$ cat config.mk
export PLATFORM = sky130hd
export DESIGN_NAME = queue_flag_status
export DESIGN_NICKNAME = d
export VERILOG_FILES = /design/src/rtl/flag_delay.v /design/src/rtl/queue_flag_status.v
export VERILOG_INCLUDE_DIRS = /design/src /design/src/rtl
export SDC_FILE = /design/constraint.sdc
export NUM_CORES = 1
export LEC_CHECK = 0
export CORE_MARGIN = 5
export CORE_UTILIZATION = 56
export CTS_BUF_LIST = sky130_fd_sc_hd__clkbuf_8
export CTS_CLUSTER_SIZE = 25
export DETAILED_ROUTE_END_ITERATION = 8
export DONT_BUFFER_PORTS = 1
export PLACE_DENSITY_LB_ADDON = 0.12
export SLEW_MARGIN = 20
export SYNTH_ARGS = -nofsm -noshare
export SYNTH_HDL_FRONTEND = slang
export SYNTH_SLANG_ARGS = --single-unit
$ cat constraint.sdc
create_clock -name clock -period 5.7 [get_ports clock]
set_clock_uncertainty 0.05 [all_clocks]
set_input_delay 1.14 -clock clock [delete_from_list [all_inputs] [get_ports clock]]
set_output_delay 1.14 -clock clock [all_outputs]
set_load 0.005 [all_outputs]
$ cat src/rtl/qflag_consts.vh
// Constants for the queue flag status and power-down block.
`ifndef QFLAG_CONSTS_VH
`define QFLAG_CONSTS_VH
`define NUM_QUEUES 8
`define QSEL_W 3
`define DEV_W 3
`define CLK_PERIOD_NS 100
`define WAKE_TIME_NS 1000
`define WAKE_CYCLES ((`WAKE_TIME_NS + `CLK_PERIOD_NS - 1) / `CLK_PERIOD_NS)
`define AE_ASSERT_LAT 2
`define AE_DEASSERT_LAT 1
`define AF_DEASSERT_LAT 1
`define STATUS_BUS_LAT 1
`define FLAGS_RESET 8'hff
`endif

$ cat src/rtl/flag_delay.v
// Per-queue flag latency stage with optional extra cycle on skew violation.
`timescale 1ns/100ps
`default_nettype none
module flag_delay (
  input wire clock,
  input wire rst,
  input wire hold,
  input wire assert_evt,
  input wire deassert_evt,
  input wire skew_violation,
  output reg flag_n_r
);
  reg a1_r;
  reg a2_r;
  reg d1_r;
  reg d2_r;
  reg dsk_r;
  // Assertion takes two cycles; de-assertion one, plus one on a skew violation.
  always @(posedge clock) begin
    if (rst) begin
      a1_r <= 1'b0;
      a2_r <= 1'b0;
      d1_r <= 1'b0;
      d2_r <= 1'b0;
      dsk_r <= 1'b0;
      flag_n_r <= 1'b1;
    end else if (!hold) begin
      a1_r <= assert_evt;
      a2_r <= a1_r;
      d1_r <= deassert_evt & ~skew_violation;
      dsk_r <= deassert_evt & skew_violation;
      d2_r <= dsk_r;
      // A new threshold crossing wins over a pending release, so the flag never lies high.
      // Assertion is taken from the second stage to give the two-cycle latency.
      if (a2_r)
        flag_n_r <= 1'b0;
      else if (d1_r | d2_r)
        flag_n_r <= 1'b1;
    end
  end
endmodule // flag_delay
`default_nettype wire

$ cat src/rtl/queue_flag_status.v
// Flag status busses, echo read enable and power-down sequencing of a multi-queue FIFO.
`timescale 1ns/100ps
`default_nettype none
`include "qflag_consts.vh"
module queue_flag_status (
  input wire clock,
  input wire rst,
  input wire [7:0] ae_assert_evt,
  input wire [7:0] ae_deassert_evt,
  input wire [7:0] af_assert_evt,
  input wire [7:0] af_deassert_evt,
  input wire skew_violation,
  input wire [2:0] read_queue_sel,
  input wire [2:0] write_queue_sel,
  input wire read_enable_n,
  input wire word_available,
  input wire last_word,
  input wire [2:0] ae_bus_dev_sel,
  input wire ae_bus_sel_strobe,
  input wire [2:0] af_bus_dev_sel,
  input wire af_bus_sel_strobe,
  input wire [2:0] device_id,
  input wire expansion_chain_input,
  input wire owns_output_bus,
  input wire power_down_input,
  input wire [7:0] static_config,
  output reg [7:0] almost_empty_status_bus,
  output reg almost_empty_status_bus_oe,
  output reg [7:0] almost_full_status_bus,
  output reg almost_full_status_bus_oe,
  output reg almost_empty_flag,
  output reg almost_full_flag,
  output reg flags_oe,
  output reg echo_read_enable_n,
  output wire echo_read_clock,
  output reg output_valid_flag_n,
  output reg output_oe,
  output wire expansion_chain_output,
  output reg [7:0] active_config,
  output wire serial_port_enable,
  output wire test_port_enable,
  output wire host_io_ready
);
  // ****************************************************************
  // Power-down state machine
  // ****************************************************************
  localparam [1:0] ST_RUN = 2'b00;
  localparam [1:0] ST_DOWN = 2'b01;
  localparam [1:0] ST_WAKE = 2'b10;
  localparam [31:0] WAKE_SPAN = `WAKE_CYCLES - 1;
  localparam [3:0] WAKE_LAST = WAKE_SPAN[3:0];
  reg [1:0] pd_state_r;
  reg [1:0] pd_state_nxt;
  reg [3:0] wake_cnt_r;
  reg [3:0] wake_cnt_nxt;
  wire running;
  wire held;
  // The wake count starts at the release edge so outputs stay idle the full microsecond.
  always @* begin
    pd_state_nxt = pd_state_r;
    wake_cnt_nxt = wake_cnt_r;
    case (pd_state_r)
      ST_RUN: begin
        if (power_down_input)
          pd_state_nxt = ST_DOWN;
      end
      ST_DOWN: begin
        wake_cnt_nxt = 4'h0;
        if (!power_down_input)
          pd_state_nxt = ST_WAKE;
      end
      ST_WAKE: begin
        if (power_down_input) begin
          pd_state_nxt = ST_DOWN;
        end else if (wake_cnt_r == WAKE_LAST) begin
          pd_state_nxt = ST_RUN;
        end else begin
          wake_cnt_nxt = wake_cnt_r + 4'h1;
        end
      end
      default: begin
        pd_state_nxt = ST_RUN;
      end
    endcase
  end
  // State register for the power-down sequence.
  always @(posedge clock) begin
    if (rst) begin
      pd_state_r <= ST_RUN;
      wake_cnt_r <= 4'h0;
    end else begin
      pd_state_r <= pd_state_nxt;
      wake_cnt_r <= wake_cnt_nxt;
    end
  end
  assign running = (pd_state_r == ST_RUN) && !power_down_input;
  assign held = !running;
  assign host_io_ready = running;
  assign serial_port_enable = running;
  assign test_port_enable = running;
  // ****************************************************************
  // Static configuration
  // ****************************************************************
  // Configuration is latched only while running, so power down leaves it in effect.
  always @(posedge clock) begin
    if (rst)
      active_config <= 8'h00;
    else if (running)
      active_config <= static_config;
  end
  // ****************************************************************
  // Per-queue flag latency stages
  // ****************************************************************
  wire [7:0] ae_n;
  wire [7:0] af_n;
  genvar q;
  generate
    for (q = 0; q < `NUM_QUEUES; q = q + 1) begin : g_queue
      // Flag stages hold their state through power down.
      flag_delay u_ae (
        .clock(clock),
        .rst(rst),
        .hold(held),
        .assert_evt(ae_assert_evt[q]),
        .deassert_evt(ae_deassert_evt[q]),
        .skew_violation(skew_violation),
        .flag_n_r(ae_n[q])
      );
      flag_delay u_af (
        .clock(clock),
        .rst(rst),
        .hold(held),
        .assert_evt(af_assert_evt[q]),
        .deassert_evt(af_deassert_evt[q]),
        .skew_violation(skew_violation),
        .flag_n_r(af_n[q])
      );
    end
  endgenerate
  // ****************************************************************
  // Direct-mode status busses
  // ****************************************************************
  reg ae_sel_r;
  reg af_sel_r;
  reg ae_boot_r;
  reg af_boot_r;
  wire is_master;
  assign is_master = ~expansion_chain_input;
  assign expansion_chain_output = 1'b0;
  // Selection registers: the master owns the busses after reset, others wait.
  // The master claims a bus only until the first selection strobe; after that it
  // would fight the device that the host picked.
  always @(posedge clock) begin
    if (rst) begin
      ae_sel_r <= 1'b0;
      af_sel_r <= 1'b0;
      ae_boot_r <= 1'b1;
      af_boot_r <= 1'b1;
    end else if (running) begin
      if (ae_bus_sel_strobe) begin
        ae_sel_r <= (ae_bus_dev_sel == device_id);
        ae_boot_r <= 1'b0;
      end else if (ae_boot_r && !ae_sel_r && is_master && !almost_empty_status_bus_oe) begin
        ae_sel_r <= 1'b1;
      end
      if (af_bus_sel_strobe) begin
        af_sel_r <= (af_bus_dev_sel == device_id);
        af_boot_r <= 1'b0;
      end else if (af_boot_r && !af_sel_r && is_master && !almost_full_status_bus_oe) begin
        af_sel_r <= 1'b1;
      end
    end
  end
  // Bus outputs update one cycle after selection; enables switch on the same edge
  // in every device, so the old driver lets go as the new one drives.
  always @(posedge clock) begin
    if (rst) begin
      almost_empty_status_bus <= `FLAGS_RESET;
      almost_full_status_bus <= `FLAGS_RESET;
      almost_empty_status_bus_oe <= 1'b0;
      almost_full_status_bus_oe <= 1'b0;
    end else if (running) begin
      almost_empty_status_bus <= ae_n;
      almost_full_status_bus <= af_n;
      almost_empty_status_bus_oe <= ae_sel_r;
      almost_full_status_bus_oe <= af_sel_r;
    end else begin
      almost_empty_status_bus_oe <= 1'b0;
      almost_full_status_bus_oe <= 1'b0;
    end
  end
  // ****************************************************************
  // Discrete flags, echo enable and output valid
  // ****************************************************************
  wire new_word;
  assign new_word = owns_output_bus && !read_enable_n && word_available;
  // Discrete flags mirror the selected queues; echo enable low only for a new word.
  always @(posedge clock) begin
    if (rst) begin
      almost_empty_flag <= 1'b1;
      almost_full_flag <= 1'b1;
      echo_read_enable_n <= 1'b1;
      output_valid_flag_n <= 1'b1;
      flags_oe <= 1'b0;
      output_oe <= 1'b0;
    end else if (running) begin
      almost_empty_flag <= ae_n[read_queue_sel];
      almost_full_flag <= af_n[write_queue_sel];
      echo_read_enable_n <= ~new_word;
      flags_oe <= 1'b1;
      output_oe <= owns_output_bus;
      if (new_word)
        output_valid_flag_n <= 1'b0;
      else if (last_word || !word_available)
        output_valid_flag_n <= 1'b1;
    end else begin
      // Flags keep their value; the drivers are released and echo enable is driven high.
      flags_oe <= 1'b0;
      output_oe <= 1'b0;
      echo_read_enable_n <= 1'b1;
    end
  end
  // Forwarded clock; receivers capture echo outputs on its rising edge.
  assign echo_read_clock = clock & running;
endmodule // queue_flag_status
`default_nettype wire

==> metrics.md, run 1 <==
| Metric | Value |
|---|---|
| Most used cell, CP | clkbuf_8 |
| Post-CTS setup buffer count | 0 |
| Worst Path Max Fanout | 2 |
| Max-cap viol count | 0 |
| Post-synth ARST share | 0% |
| Crit path largest cell delay | between 0.15 and 0.2 ns |
| Main flop type after synthesis | dfxtp_1 |
| Max-slew headroom | approximately a third |
| Area of placed instances | ~5000 sq um |
| Most common cell in the netlist | nand2_1 |
| Filler instances | approximately 830 |
| TritonRoute pass-1 iters | 4 |
| Post-synth EDFFs | 0 |
| Area grow syn2layout | 6.57% |
| Worst path cell trace | clkbuf_8, clkbuf_8, and2_1 |
| DRC | 0 |
| Mapped Area | between 5000 and 6000 sq um |
| Critical Path AT | between 3 and 4 ns |
| Crit path required time | 4.51 ns |
| DRT Wirelength | approximately 10000 um |
| Hold WS | between 0.3 and 0.4 ns |
| Syn_nets | 644 |
| Worst hold-check path type | register to register |
| Largest net degree at the start of global routing | around 110 |
| Mapped Cells | around 580 |
| Worst VDD drop | between 0.0001 and 0.00015 V |
| Power consumption | 1970 uW |
| Avg WL per Cell | between 15 and 20 um |
| Detail-routed via count per cell | between 5 and 6 |
| Setup CP Type | clock port to output pin |
| Top cells by count, synth | 161 x nand2_1, 138 x dfxtp_1, 62 x a21oi_1, 32 x a22o_1 |
| Share of cells above drive strength 1 | 8.27% |
| Mux share of post-synthesis cell area | between 1 and 1.5% |
| Syn_area_per_cell | approximately 9.1 sq um |
| I/O pin total | 103 |
| Yosys Warn Count | 0 |
| Post-synthesis xor/xnor area fraction | ~1% |
| Post-route ant nets | 0 |
| LEAKAGE | between 0.002 and 0.0025 uW |
| CP Capture Type | output pin |
| Complex-gate fraction of the synthesized area | about a fifth |
| Diode count | 0 |
| Post-route cell area | between 5000 and 6000 sq um |
| Die area | ~11000 sq um |
| Post-synth top area share | a little over half |
| DP Wirelength | roughly 6600 um |
| Post-CTS resize count | 0 |
| First-pass GRT wire length | roughly 18000 um |
| Yosys top cell by area | dfxtp_1 |
| Worst skew pair latency | around 0.53 ns |
| Pwr/cell area | 354 nW/um^2 |
| Starting density of the core | 56.9% |
| Die width | around 110 um |
| Synth area leaders | dfxtp_1 53%, nand2_1 12%, a21oi_1 5.9% |
| RSZ-0062 raised after global routing | no |
| Seq/Total Area, Yosys | a little over half |
| Startpoint types | clock port |
| Total GRT Usage | approximately 19% |
| CTS tree | done |
| Measured slew at the worst slew-check pin | around 0.98 ns |
| Initial antenna violation count | 0 |
| Synth Register Bits | approximately 140 |
| Routability congestion estimate | 0.766 |
| Post-synthesis simple-gate area fraction | approximately 20% |
| Hold depth | 2 |
| Hold Vio Cnt, Final | 0 |
| Post-Synth Adder-Cell Area | 0.478% |
| R2R depth | 5 |
| Largest family of logic cells by synthesized area | simple AND/OR/NAND/NOR gates |
| Worst path slowest cell | and2_1 |
| Outcome | finished clean |
| Post-Route Utilization | approximately 60% |
| Core area | 9200 sq um |
| Netlist cell types | 43 |
| Vias in the first global route | approximately 3700 |
| CTS clk-pin slew, worst paths | around 0.07 ns |
| Setup TNS | 0 ns |
| Initial drt markers | ~140 |
| Pins Over Slew Limit | 0 |
| Hold-fix buffers at CTS | 0 |
| Overflow after GRT | 0 |
| Final setup viols | 0 |
| Via count | around 3800 |
| Core Rows | 35 |
| # port buffers | 0 |
| Fin nets | a little over 600 |
| Chip height | approximately 110 um |
-- metrics by stage --
step / std cells / worst slack (ns)
6_report: 679 / 1.25
5_1_grt: 679 / 1.23
4_1_cts: 679 / 1.23
3_5_place_dp: 644 / 1.54
3_3_place_gp: 644 / 1.54
2_1_floorplan: 576 / 1.54
-- flip-flops by register name, summed over array words and instances, names as in the netlist, 2 cells and up --
signal	flops
g_queue.u_ae.a1_r	8
g_queue.u_ae.a2_r	8
active_config	8
g_queue.u_af.a2_r	8
g_queue.u_af.d2_r	8
g_queue.u_af.d1_r	8
g_queue.u_ae.flag_n_r	8
g_queue.u_af.a1_r	8
g_queue.u_ae.d2_r	8
pd_state_r	2
g_queue.u_ae.d1_r	8
almost_full_status_bus	8
g_queue.u_ae.dsk_r	8
almost_empty_status_bus	8
wake_cnt_r	4
g_queue.u_af.dsk_r	8
g_queue.u_af.flag_n_r	8
-- routing by layer --
layer / share of wire, % / vias up / track usage [%]
met5: 0 / - / 0
met4: 1.4 / 0 / 8.40
met1: 46 / 1789 / 24.0
met2: 45 / 94 / 29.5
met3: 7.4 / 19 / 7.89
li1: - / 1905 / -
-- cells by family after synthesis --
group	Yosys count
AND/OR/NAND/NOR	228
AO/OA/AOI/OAI	144
flip-flops	138
buffers and inverters	53
XOR/XNOR	6
multiplexers	4
adder cells (fa/ha/maj)	2
other	1
-- placed cells by master, fill, tap and decap left out, types with 3 or more instances in the layout --
cell type,instances
nor2_1,16
o21bai_1,19
a211oi_1,4
inv_1,8
o211ai_1,3
nand2_1,161
and2_1,5
clkbuf_8,23
nand3_1,3
nand2b_1,3
clkinvlp_4,4
or3_1,3
nor3b_1,3
xnor2_1,6
a22o_1,32
a21oi_1,62
nand3b_1,17
dfxtp_1,138
a21o_1,16
nor2b_1,4
clkinv_2,5
-- worst max-delay path: cells and delay by family --
family                 cells  cell delay [ns]
buffers and inverters      2             0.23
and+or+nand+nor            1             0.18
-- worst paths after layout --
kind	start	end	slack, ns
setup / recovery	clock	echo_read_clock	1.25
hold / removal	g_queue[4].u_af.a1_r	g_queue[4].u_af.a2_r	0.40
setup reg to reg	pd_state_r[1]	g_queue[3].u_af.d1_r	3.25
hold reg to reg	g_queue[4].u_af.a1_r	g_queue[4].u_af.a2_r	0.40
-- where the power goes --
group          switching (uW)  internal (uW)  leakage (uW)
Combinational            63.3           42.4      0.000680
Clock                     373            466      0.000222
Sequential               24.6           1000       0.00113
Total                     460           1510       0.00203
-- area by class of cell --
| class | instances | area, sq um | share of cell area (%) |
|---|---|---|---|
| clock buffer | 23 | 317 | 5.68 |
| inverter | 8 | 31.3 | 0.561 |
| timing repair buffer | 2 | 15.0 | 0.269 |
| sequential | 138 | 2760 | 49.5 |
| tap | 111 | 139 | 2.49 |
| clock inverter | 12 | 123 | 2.20 |
| multi-input combinational | 385 | 2190 | 39.3 |
Note: power is estimated with default switching activity, not from simulation.
==> run 2, diff against run 1 <==
--- a/config.mk
+++ b/config.mk
@@ -6,6 +6,7 @@
 export SDC_FILE = /design/constraint.sdc
 export NUM_CORES = 1
 export LEC_CHECK = 0
+export ABC_AREA = 1
 export CORE_MARGIN = 5
 export CORE_UTILIZATION = 56
 export CTS_BUF_LIST = sky130_fd_sc_hd__clkbuf_8
==> constraint.sdc (replaced) <==
create_clock -name clock -period 3.68 [get_ports clock]
set_clock_uncertainty 0.05 [all_clocks]
set_input_delay 0.736 -clock clock [delete_from_list [all_inputs] [get_ports clock]]
set_output_delay 0.736 -clock clock [all_outputs]
set_load 0.005 [all_outputs]
==> run 2 against run 1 <==
  * Worst setup slack worse by 0.71 ns
  * Die area grew 2.9%
  * Flip-flop and latch count stayed put
  * Core utilization grew 0.77 points
  * Count of clock-buffer cells in the layout decreased by 4
  * Critical path depth increased by 1
==> metrics.md, run 2 <==
| Metric | Value |
|---|---|
| Outcome | finished clean |
| Htree depth | 4 |
| Post-synthesis simple-gate area fraction | roughly a fifth |
| Post-synth ARST share | 0% |
| Critical Path AT | 2.35 ns |
| Yosys Warn Count | 0 |
| Largest net degree at the start of global routing | 108 |
| Max-cap viol count | 0 |
| Post-CTS setup buffer count | 0 |
| Top cells by count, synth | 138 x dfxtp_1, 101 x o21ai_0, 99 x nor2_1, 82 x nand2_1, 73 x inv_1 |
| Initial drt markers | 269 |
| Hold Vio Cnt, Final | 0 |
| CTS clk-pin slew, worst paths | 0.08 ns |
| Syn_area_per_cell | slightly below 8 sq um |
| Post-synth EDFFs | 0 |
| RSZ-0062 raised after global routing | no |
| Final setup viols | 0 |
| Worst hold-check path type | primary input to register |
| DP Wirelength | around 7400 um |
| Commonest non-fill, non-tap cell in the layout | dfxtp_1 |
| Detail-routed via count per cell | just over 5 |
| Starting density of the core | 57.9% |
| DRT Wirelength | ~11000 um |
| Post-route ant nets | 0 |
| Synth area leaders | dfxtp_1 51%, o21ai_0 9.4%, nor2_1 6.9% |
| Mapped Cells | 692 |
| Avg WL per Cell | between 10 and 15 um |
| TritonRoute pass-1 iters | 5 |
| Post-Synth Adder-Cell Area | 0.463% |
| Mapped Area | about 5400 sq um |
| LEAKAGE | around 0.0024 uW |
| CP Capture Type | output pin |
| Root Driver | clkbuf_8 |
| Most common cell in the netlist | dfxtp_1 |
| Largest family of logic cells by synthesized area | simple AND/OR/NAND/NOR gates |
| Met2 Use GR | between 20% and 30% |
| Max-slew headroom | approximately two fifths |
| Core area | a little over 9000 sq um |
| Area of placed instances | 5330 sq um |
| Leading cell types in the layout, fill and taps excluded | 138 x dfxtp_1, 101 x o21ai_0, 99 x nor2_1 |
| Area grow syn2layout | 6.12% |
| Via count | around 4200 |
| Chip height | 108 um |
| Share of cells above drive strength 1 | under 10% |
| Worst skew pair latency | about 0.43 ns |
| Met3 usage | 7.82% |
| Vias in the first global route | ~3700 |
| Pins Over Slew Limit | 0 |
| Die area | 11700 sq um |
| # port buffers | 0 |
| Routability congestion estimate | approximately 0.75 |
| Fin nets | 736 |
| Setup TNS | 0 ns |
| DRC | 0 |
| Post-CTS resize count | 0 |
| Routing usage on met1 | 26.2% |
| Main flop type after synthesis | dfxtp_1 |
| Overflow after GRT | 0 |
| Worst VDD drop | ~0.00026 V |
| Die width | roughly 110 um |
| CTS tree | done |
| Worst Path Max Fanout | 16 |
| I/O pin total | about 100 |
| Synth Register Bits | 138 |
| Complex-gate fraction of the synthesized area | 17.1% |
| Crit path required time | 2.89 ns |
| Startpoint types | clock port |
| Post-synth top area share | between 50% and 60% |
| Pwr/cell area | roughly 540 nW/um^2 |
| Hold-fix buffers at CTS | 0 |
| Total GRT Usage | around 19% |
| CTS Buffer Depth | 2 |
| Seq/Total Area, Yosys | about 50% |
| Diode count | 0 |
| Core Rows | 35 |
| Initial antenna violation count | 1 |
| Post-synthesis xor/xnor area fraction | less than 1% |
| Power consumption | between 3000 and 4000 uW |
| Netlist cell types | 28 |
| Post-route cell area | ~5700 sq um |
| Top Usage Layer GRT | met2 |
| CTS buffer count | 17 |
| First-pass GRT wire length | around 18000 um |
| Mux share of post-synthesis cell area | 0% |
| Setup CP Type | clock port to output pin |
| Yosys top cell by area | dfxtp_1 |
| Measured slew at the worst slew-check pin | 0.909 ns |
| Syn_nets | 760 |
==> run 2: cell types whose count changed after synthesis, moves of 16 or more <==
cell / before / now
o21bai_1: 19 / 0
nand3_1: 3 / 66
nor2_1: 17 / 99
nand2_1: 161 / 82
o21ai_0: 1 / 101
a22o_1: 32 / 0
inv_1: 7 / 73
a21o_1: 16 / 0
nand3b_1: 17 / 0
a21oi_1: 62 / 23
==> run 2: area by class of cell <==
class	count	area (sq um)
Clock buffer	19	262
Clock inverter	14	146
Fill cell	898	3600
Inverter	77	292
Multi-Input combinational cell	429	2080
Sequential cell	138	2760
Tap cell	129	161
Timing Repair Buffer	4	30.0
==> run 2: stage by stage <==
stage	util, %	hold WS (ns)	std cells	worst slack (ns)
CTS	61.4	0.287	810	0.509
detailed placement	57.1	0.373	778	0.983
global route	61.4	0.289	810	0.492
global placement	57.1	0.370	778	0.983
finish	61.4	0.320	810	0.547
floorplan	-	0.359	692	0.983
==> run 2: power by group <==
part           internal [uW]  switching, uW  total (uW)
sequential              1580           47.3        1630
combinational           82.9            166         249
clock                    645            590        1240
total                   2310            804        3120
==> run 2: kinds of logic after synthesis <==
group                    after synthesis
XOR/XNOR                               6
AND/OR/NAND/NOR                      254
AO/OA/AOI/OAI                        166
buffers and inverters                125
other                                  1
adder cells (fa/ha/maj)                2
flip-flops                           138
==> run 2: metal layers <==
metal	wire length, um	share of wire [%]	vias up
li1	-	-	2189
met1	5100	46	1870
met2	4770	43	107
met3	1030	9.3	12
met4	132	1.2	2
met5	7	0.063	-
==> run 2: path summary, 6_finish.rpt <==
kind | slack (ns) | end | cells past startpoint | start
max | 0.55 | echo_read_clock | 4 | clock
min | 0.32 | pd_state_r[1] | 1 | rst
max reg2reg | 1.48 | g_queue[7].u_ae.flag_n_r | 6 | pd_state_r[0]
min reg2reg | 0.39 | almost_empty_status_bus_oe | 2 | ae_sel_r
==> run 2: worst max-delay path: stages <==
cell	delay (ns)
clkbuf_8	0.19
clkbuf_8	0.19
inv_1	0.05
nor2_1	0.07
==> run 3, diff against run 2 <==
--- a/config.mk
+++ b/config.mk
@@ -6,7 +6,7 @@
 export SDC_FILE = /design/constraint.sdc
 export NUM_CORES = 1
 export LEC_CHECK = 0
-export ABC_AREA = 1
+export ABC_AREA = 0
 export CORE_MARGIN = 5
 export CORE_UTILIZATION = 56
 export CTS_BUF_LIST = sky130_fd_sc_hd__clkbuf_8
==> run 3 against run 2 <==
  * First-iteration DRC count is 44% lower
  * Worst setup slack better by 0.10 ns
  * Cell count is 16% lower
  * Flip-flop and latch count stayed put
  * Critical path type unchanged
  * Largest power group unchanged
==> metrics.md, run 3 (same netlist as run 1, synthesis figures left out) <==
| Metric | Value |
|---|---|
| Outcome | finished clean |
| Vias in the first global route | ~3700 |
| Worst VDD drop | approximately 0.00028 V |
| Core Rows | 35 |
| Measured slew at the worst slew-check pin | ~0.95 ns |
| Fin nets | between 600 and 700 |
| CTS clk-pin slew, worst paths | 0.08 ns |
| Crit path largest cell delay | around 0.18 ns |
| Crit path required time | 2.89 ns |
| Post-route cell area | 5580 sq um |
| Diode count | 0 |
| Commonest non-fill, non-tap cell in the layout | nand2_1 |
| Overflow after GRT | 0 |
| P_int | ~2300 uW |
| Routability congestion estimate | between 0.7 and 0.8 |
| Most used cell, CP | clkbuf_8 |
| Area grow syn2layout | 6.57% |
| Clock share of power | 42.8% |
| Sw Share | 23.5% |
| Avg WL per Cell | roughly 16 um |
| Share of cells above drive strength 1 | under 10% |
| Sequential power share | around half |
| Combinational power share | under 10% |
| Total GRT Usage | 19.8% |
| Worst path cell trace | clkbuf_8, clkbuf_8, and2_1 |
| TritonRoute pass-1 iters | 4 |
| Initial antenna violation count | 0 |
| Die area | about 11000 sq um |
| # port buffers | 0 |
| Area of placed instances | roughly 5100 sq um |
| CTS tree | done |
| Reported net switching power | roughly 720 uW |
| RSZ-0062 raised after global routing | no |
| Max-cap viol count | 0 |
| Post-CTS setup buffer count | 0 |
| Worst R2R Setup Slack | roughly 1.7 ns |
| Via count | about 3800 |
| LEAKAGE | 0.00203 uW |
| CP Capture Type | output pin |
| RR Startpoint | pd_state_r[0] |
| Setup CP Type | clock port to output pin |
| Largest net degree at the start of global routing | 105 |
| Worst Path Max Fanout | 2 |
| Worst skew pair latency | 0.53 ns |
| DP Wirelength | roughly 6700 um |
| R2R depth | 4 |
| Critical Path AT | approximately 2.3 ns |
| Worst hold start | power_down_input |
| Setup TNS | 0 ns |
| Worst hold-check path type | primary input to register |
| CP delay by family, top | buffers and inverters |
| Crit path from | clock |
| Max-slew headroom | 36.9% |
| Worst Hold Path EP | pd_state_r[1] |
| Detail-routed via count per cell | ~5.6 |
| Pwr/cell area | about 550 nW/um^2 |
| Worst path slowest cell | and2_1 |
| DRT Wirelength | between 10000 and 15000 um |
| Pins Over Slew Limit | 0 |
| Die width | roughly 110 um |
| Starting density of the core | 56.9% |
| Hold depth | 1 |
| Startpoint types | clock port |
| FF-to-FF End | g_queue[4].u_af.flag_n_r |
| DRC | 0 |
| Core area | slightly above 9000 sq um |
| Hold Vio Cnt, Final | 0 |
| Hold-fix buffers at CTS | 0 |
| Crit path buffers/inverters | 2 |
| First-pass GRT wire length | about 18000 um |
| Initial drt markers | 150 |
| Leading cell types in the layout, fill and taps excluded | 161 x nand2_1, 138 x dfxtp_1, 62 x a21oi_1 |
| Final setup viols | 0 |
| I/O pin total | roughly 100 |
| Post-route ant nets | 0 |
| Chip height | about 110 um |
| Post-CTS resize count | 0 |
[run 3: cell types whose count changed in the layout (fill, tap and decap cells not counted), sizes merged, moves of 15 or more]
cell / before / now
o21bai: 0 / 19
nor2: 99 / 17
nand3: 68 / 3
o21ai: 124 / 1
inv: 82 / 10
nand3b: 0 / 17
a21oi: 23 / 62
o211ai: 18 / 3
nand2: 83 / 161
a21o: 0 / 16
a22o: 0 / 32
[run 3: per-stage QoR]
step,instances,worst slack [ns],power (uW),utilization (%),hold WS [ns]
2_1_floorplan,576,0.929,1790,-,0.381
3_3_place_gp,645,0.929,1790,55.9,0.381
3_5_place_dp,645,0.929,1800,56.0,0.389
4_1_cts,678,0.640,3110,60.7,0.186
5_1_grt,678,0.641,3210,60.7,0.173
6_report,678,0.649,3070,60.7,0.223
[run 3: worst max-delay path by stage]
stage	endpoint	slack, ns	depth (start not counted)
floorplan	echo_read_clock	0.93	1
global placement	echo_read_clock	0.93	1
CTS	echo_read_clock	0.64	3
finish	echo_read_clock	0.65	3
detailed placement	echo_read_clock	0.93	1
global route	echo_read_clock	0.64	3
[run 3: per-layer routing]
metal,vias to the layer above,part of all wire (%),global-route usage [%]
met2,102,46,30.5
met4,0,1.0,7.58
li1,1903,-,-
met5,-,0,0
met1,1762,45,24.8
met3,13,8.8,8.19
[run 3: final cells by class]
class	instances	area (sq um)
tap	111	139
multi-input combinational	385	2190
fill	826	3620
inverter	8	31.3
sequential	138	2760
clock inverter	13	156
timing repair buffer	3	22.5
clock buffer	20	275
[run 3: power groups by stage]
stage	Clock, uW	Sequential (uW)	Combinational [uW]
6_report	1310	1590	167
5_1_grt	1420	1600	191
4_1_cts	1350	1590	170
3_5_place_dp	3.93	1630	169
3_3_place_gp	3.93	1620	164
2_1_floorplan	3.93	1610	174
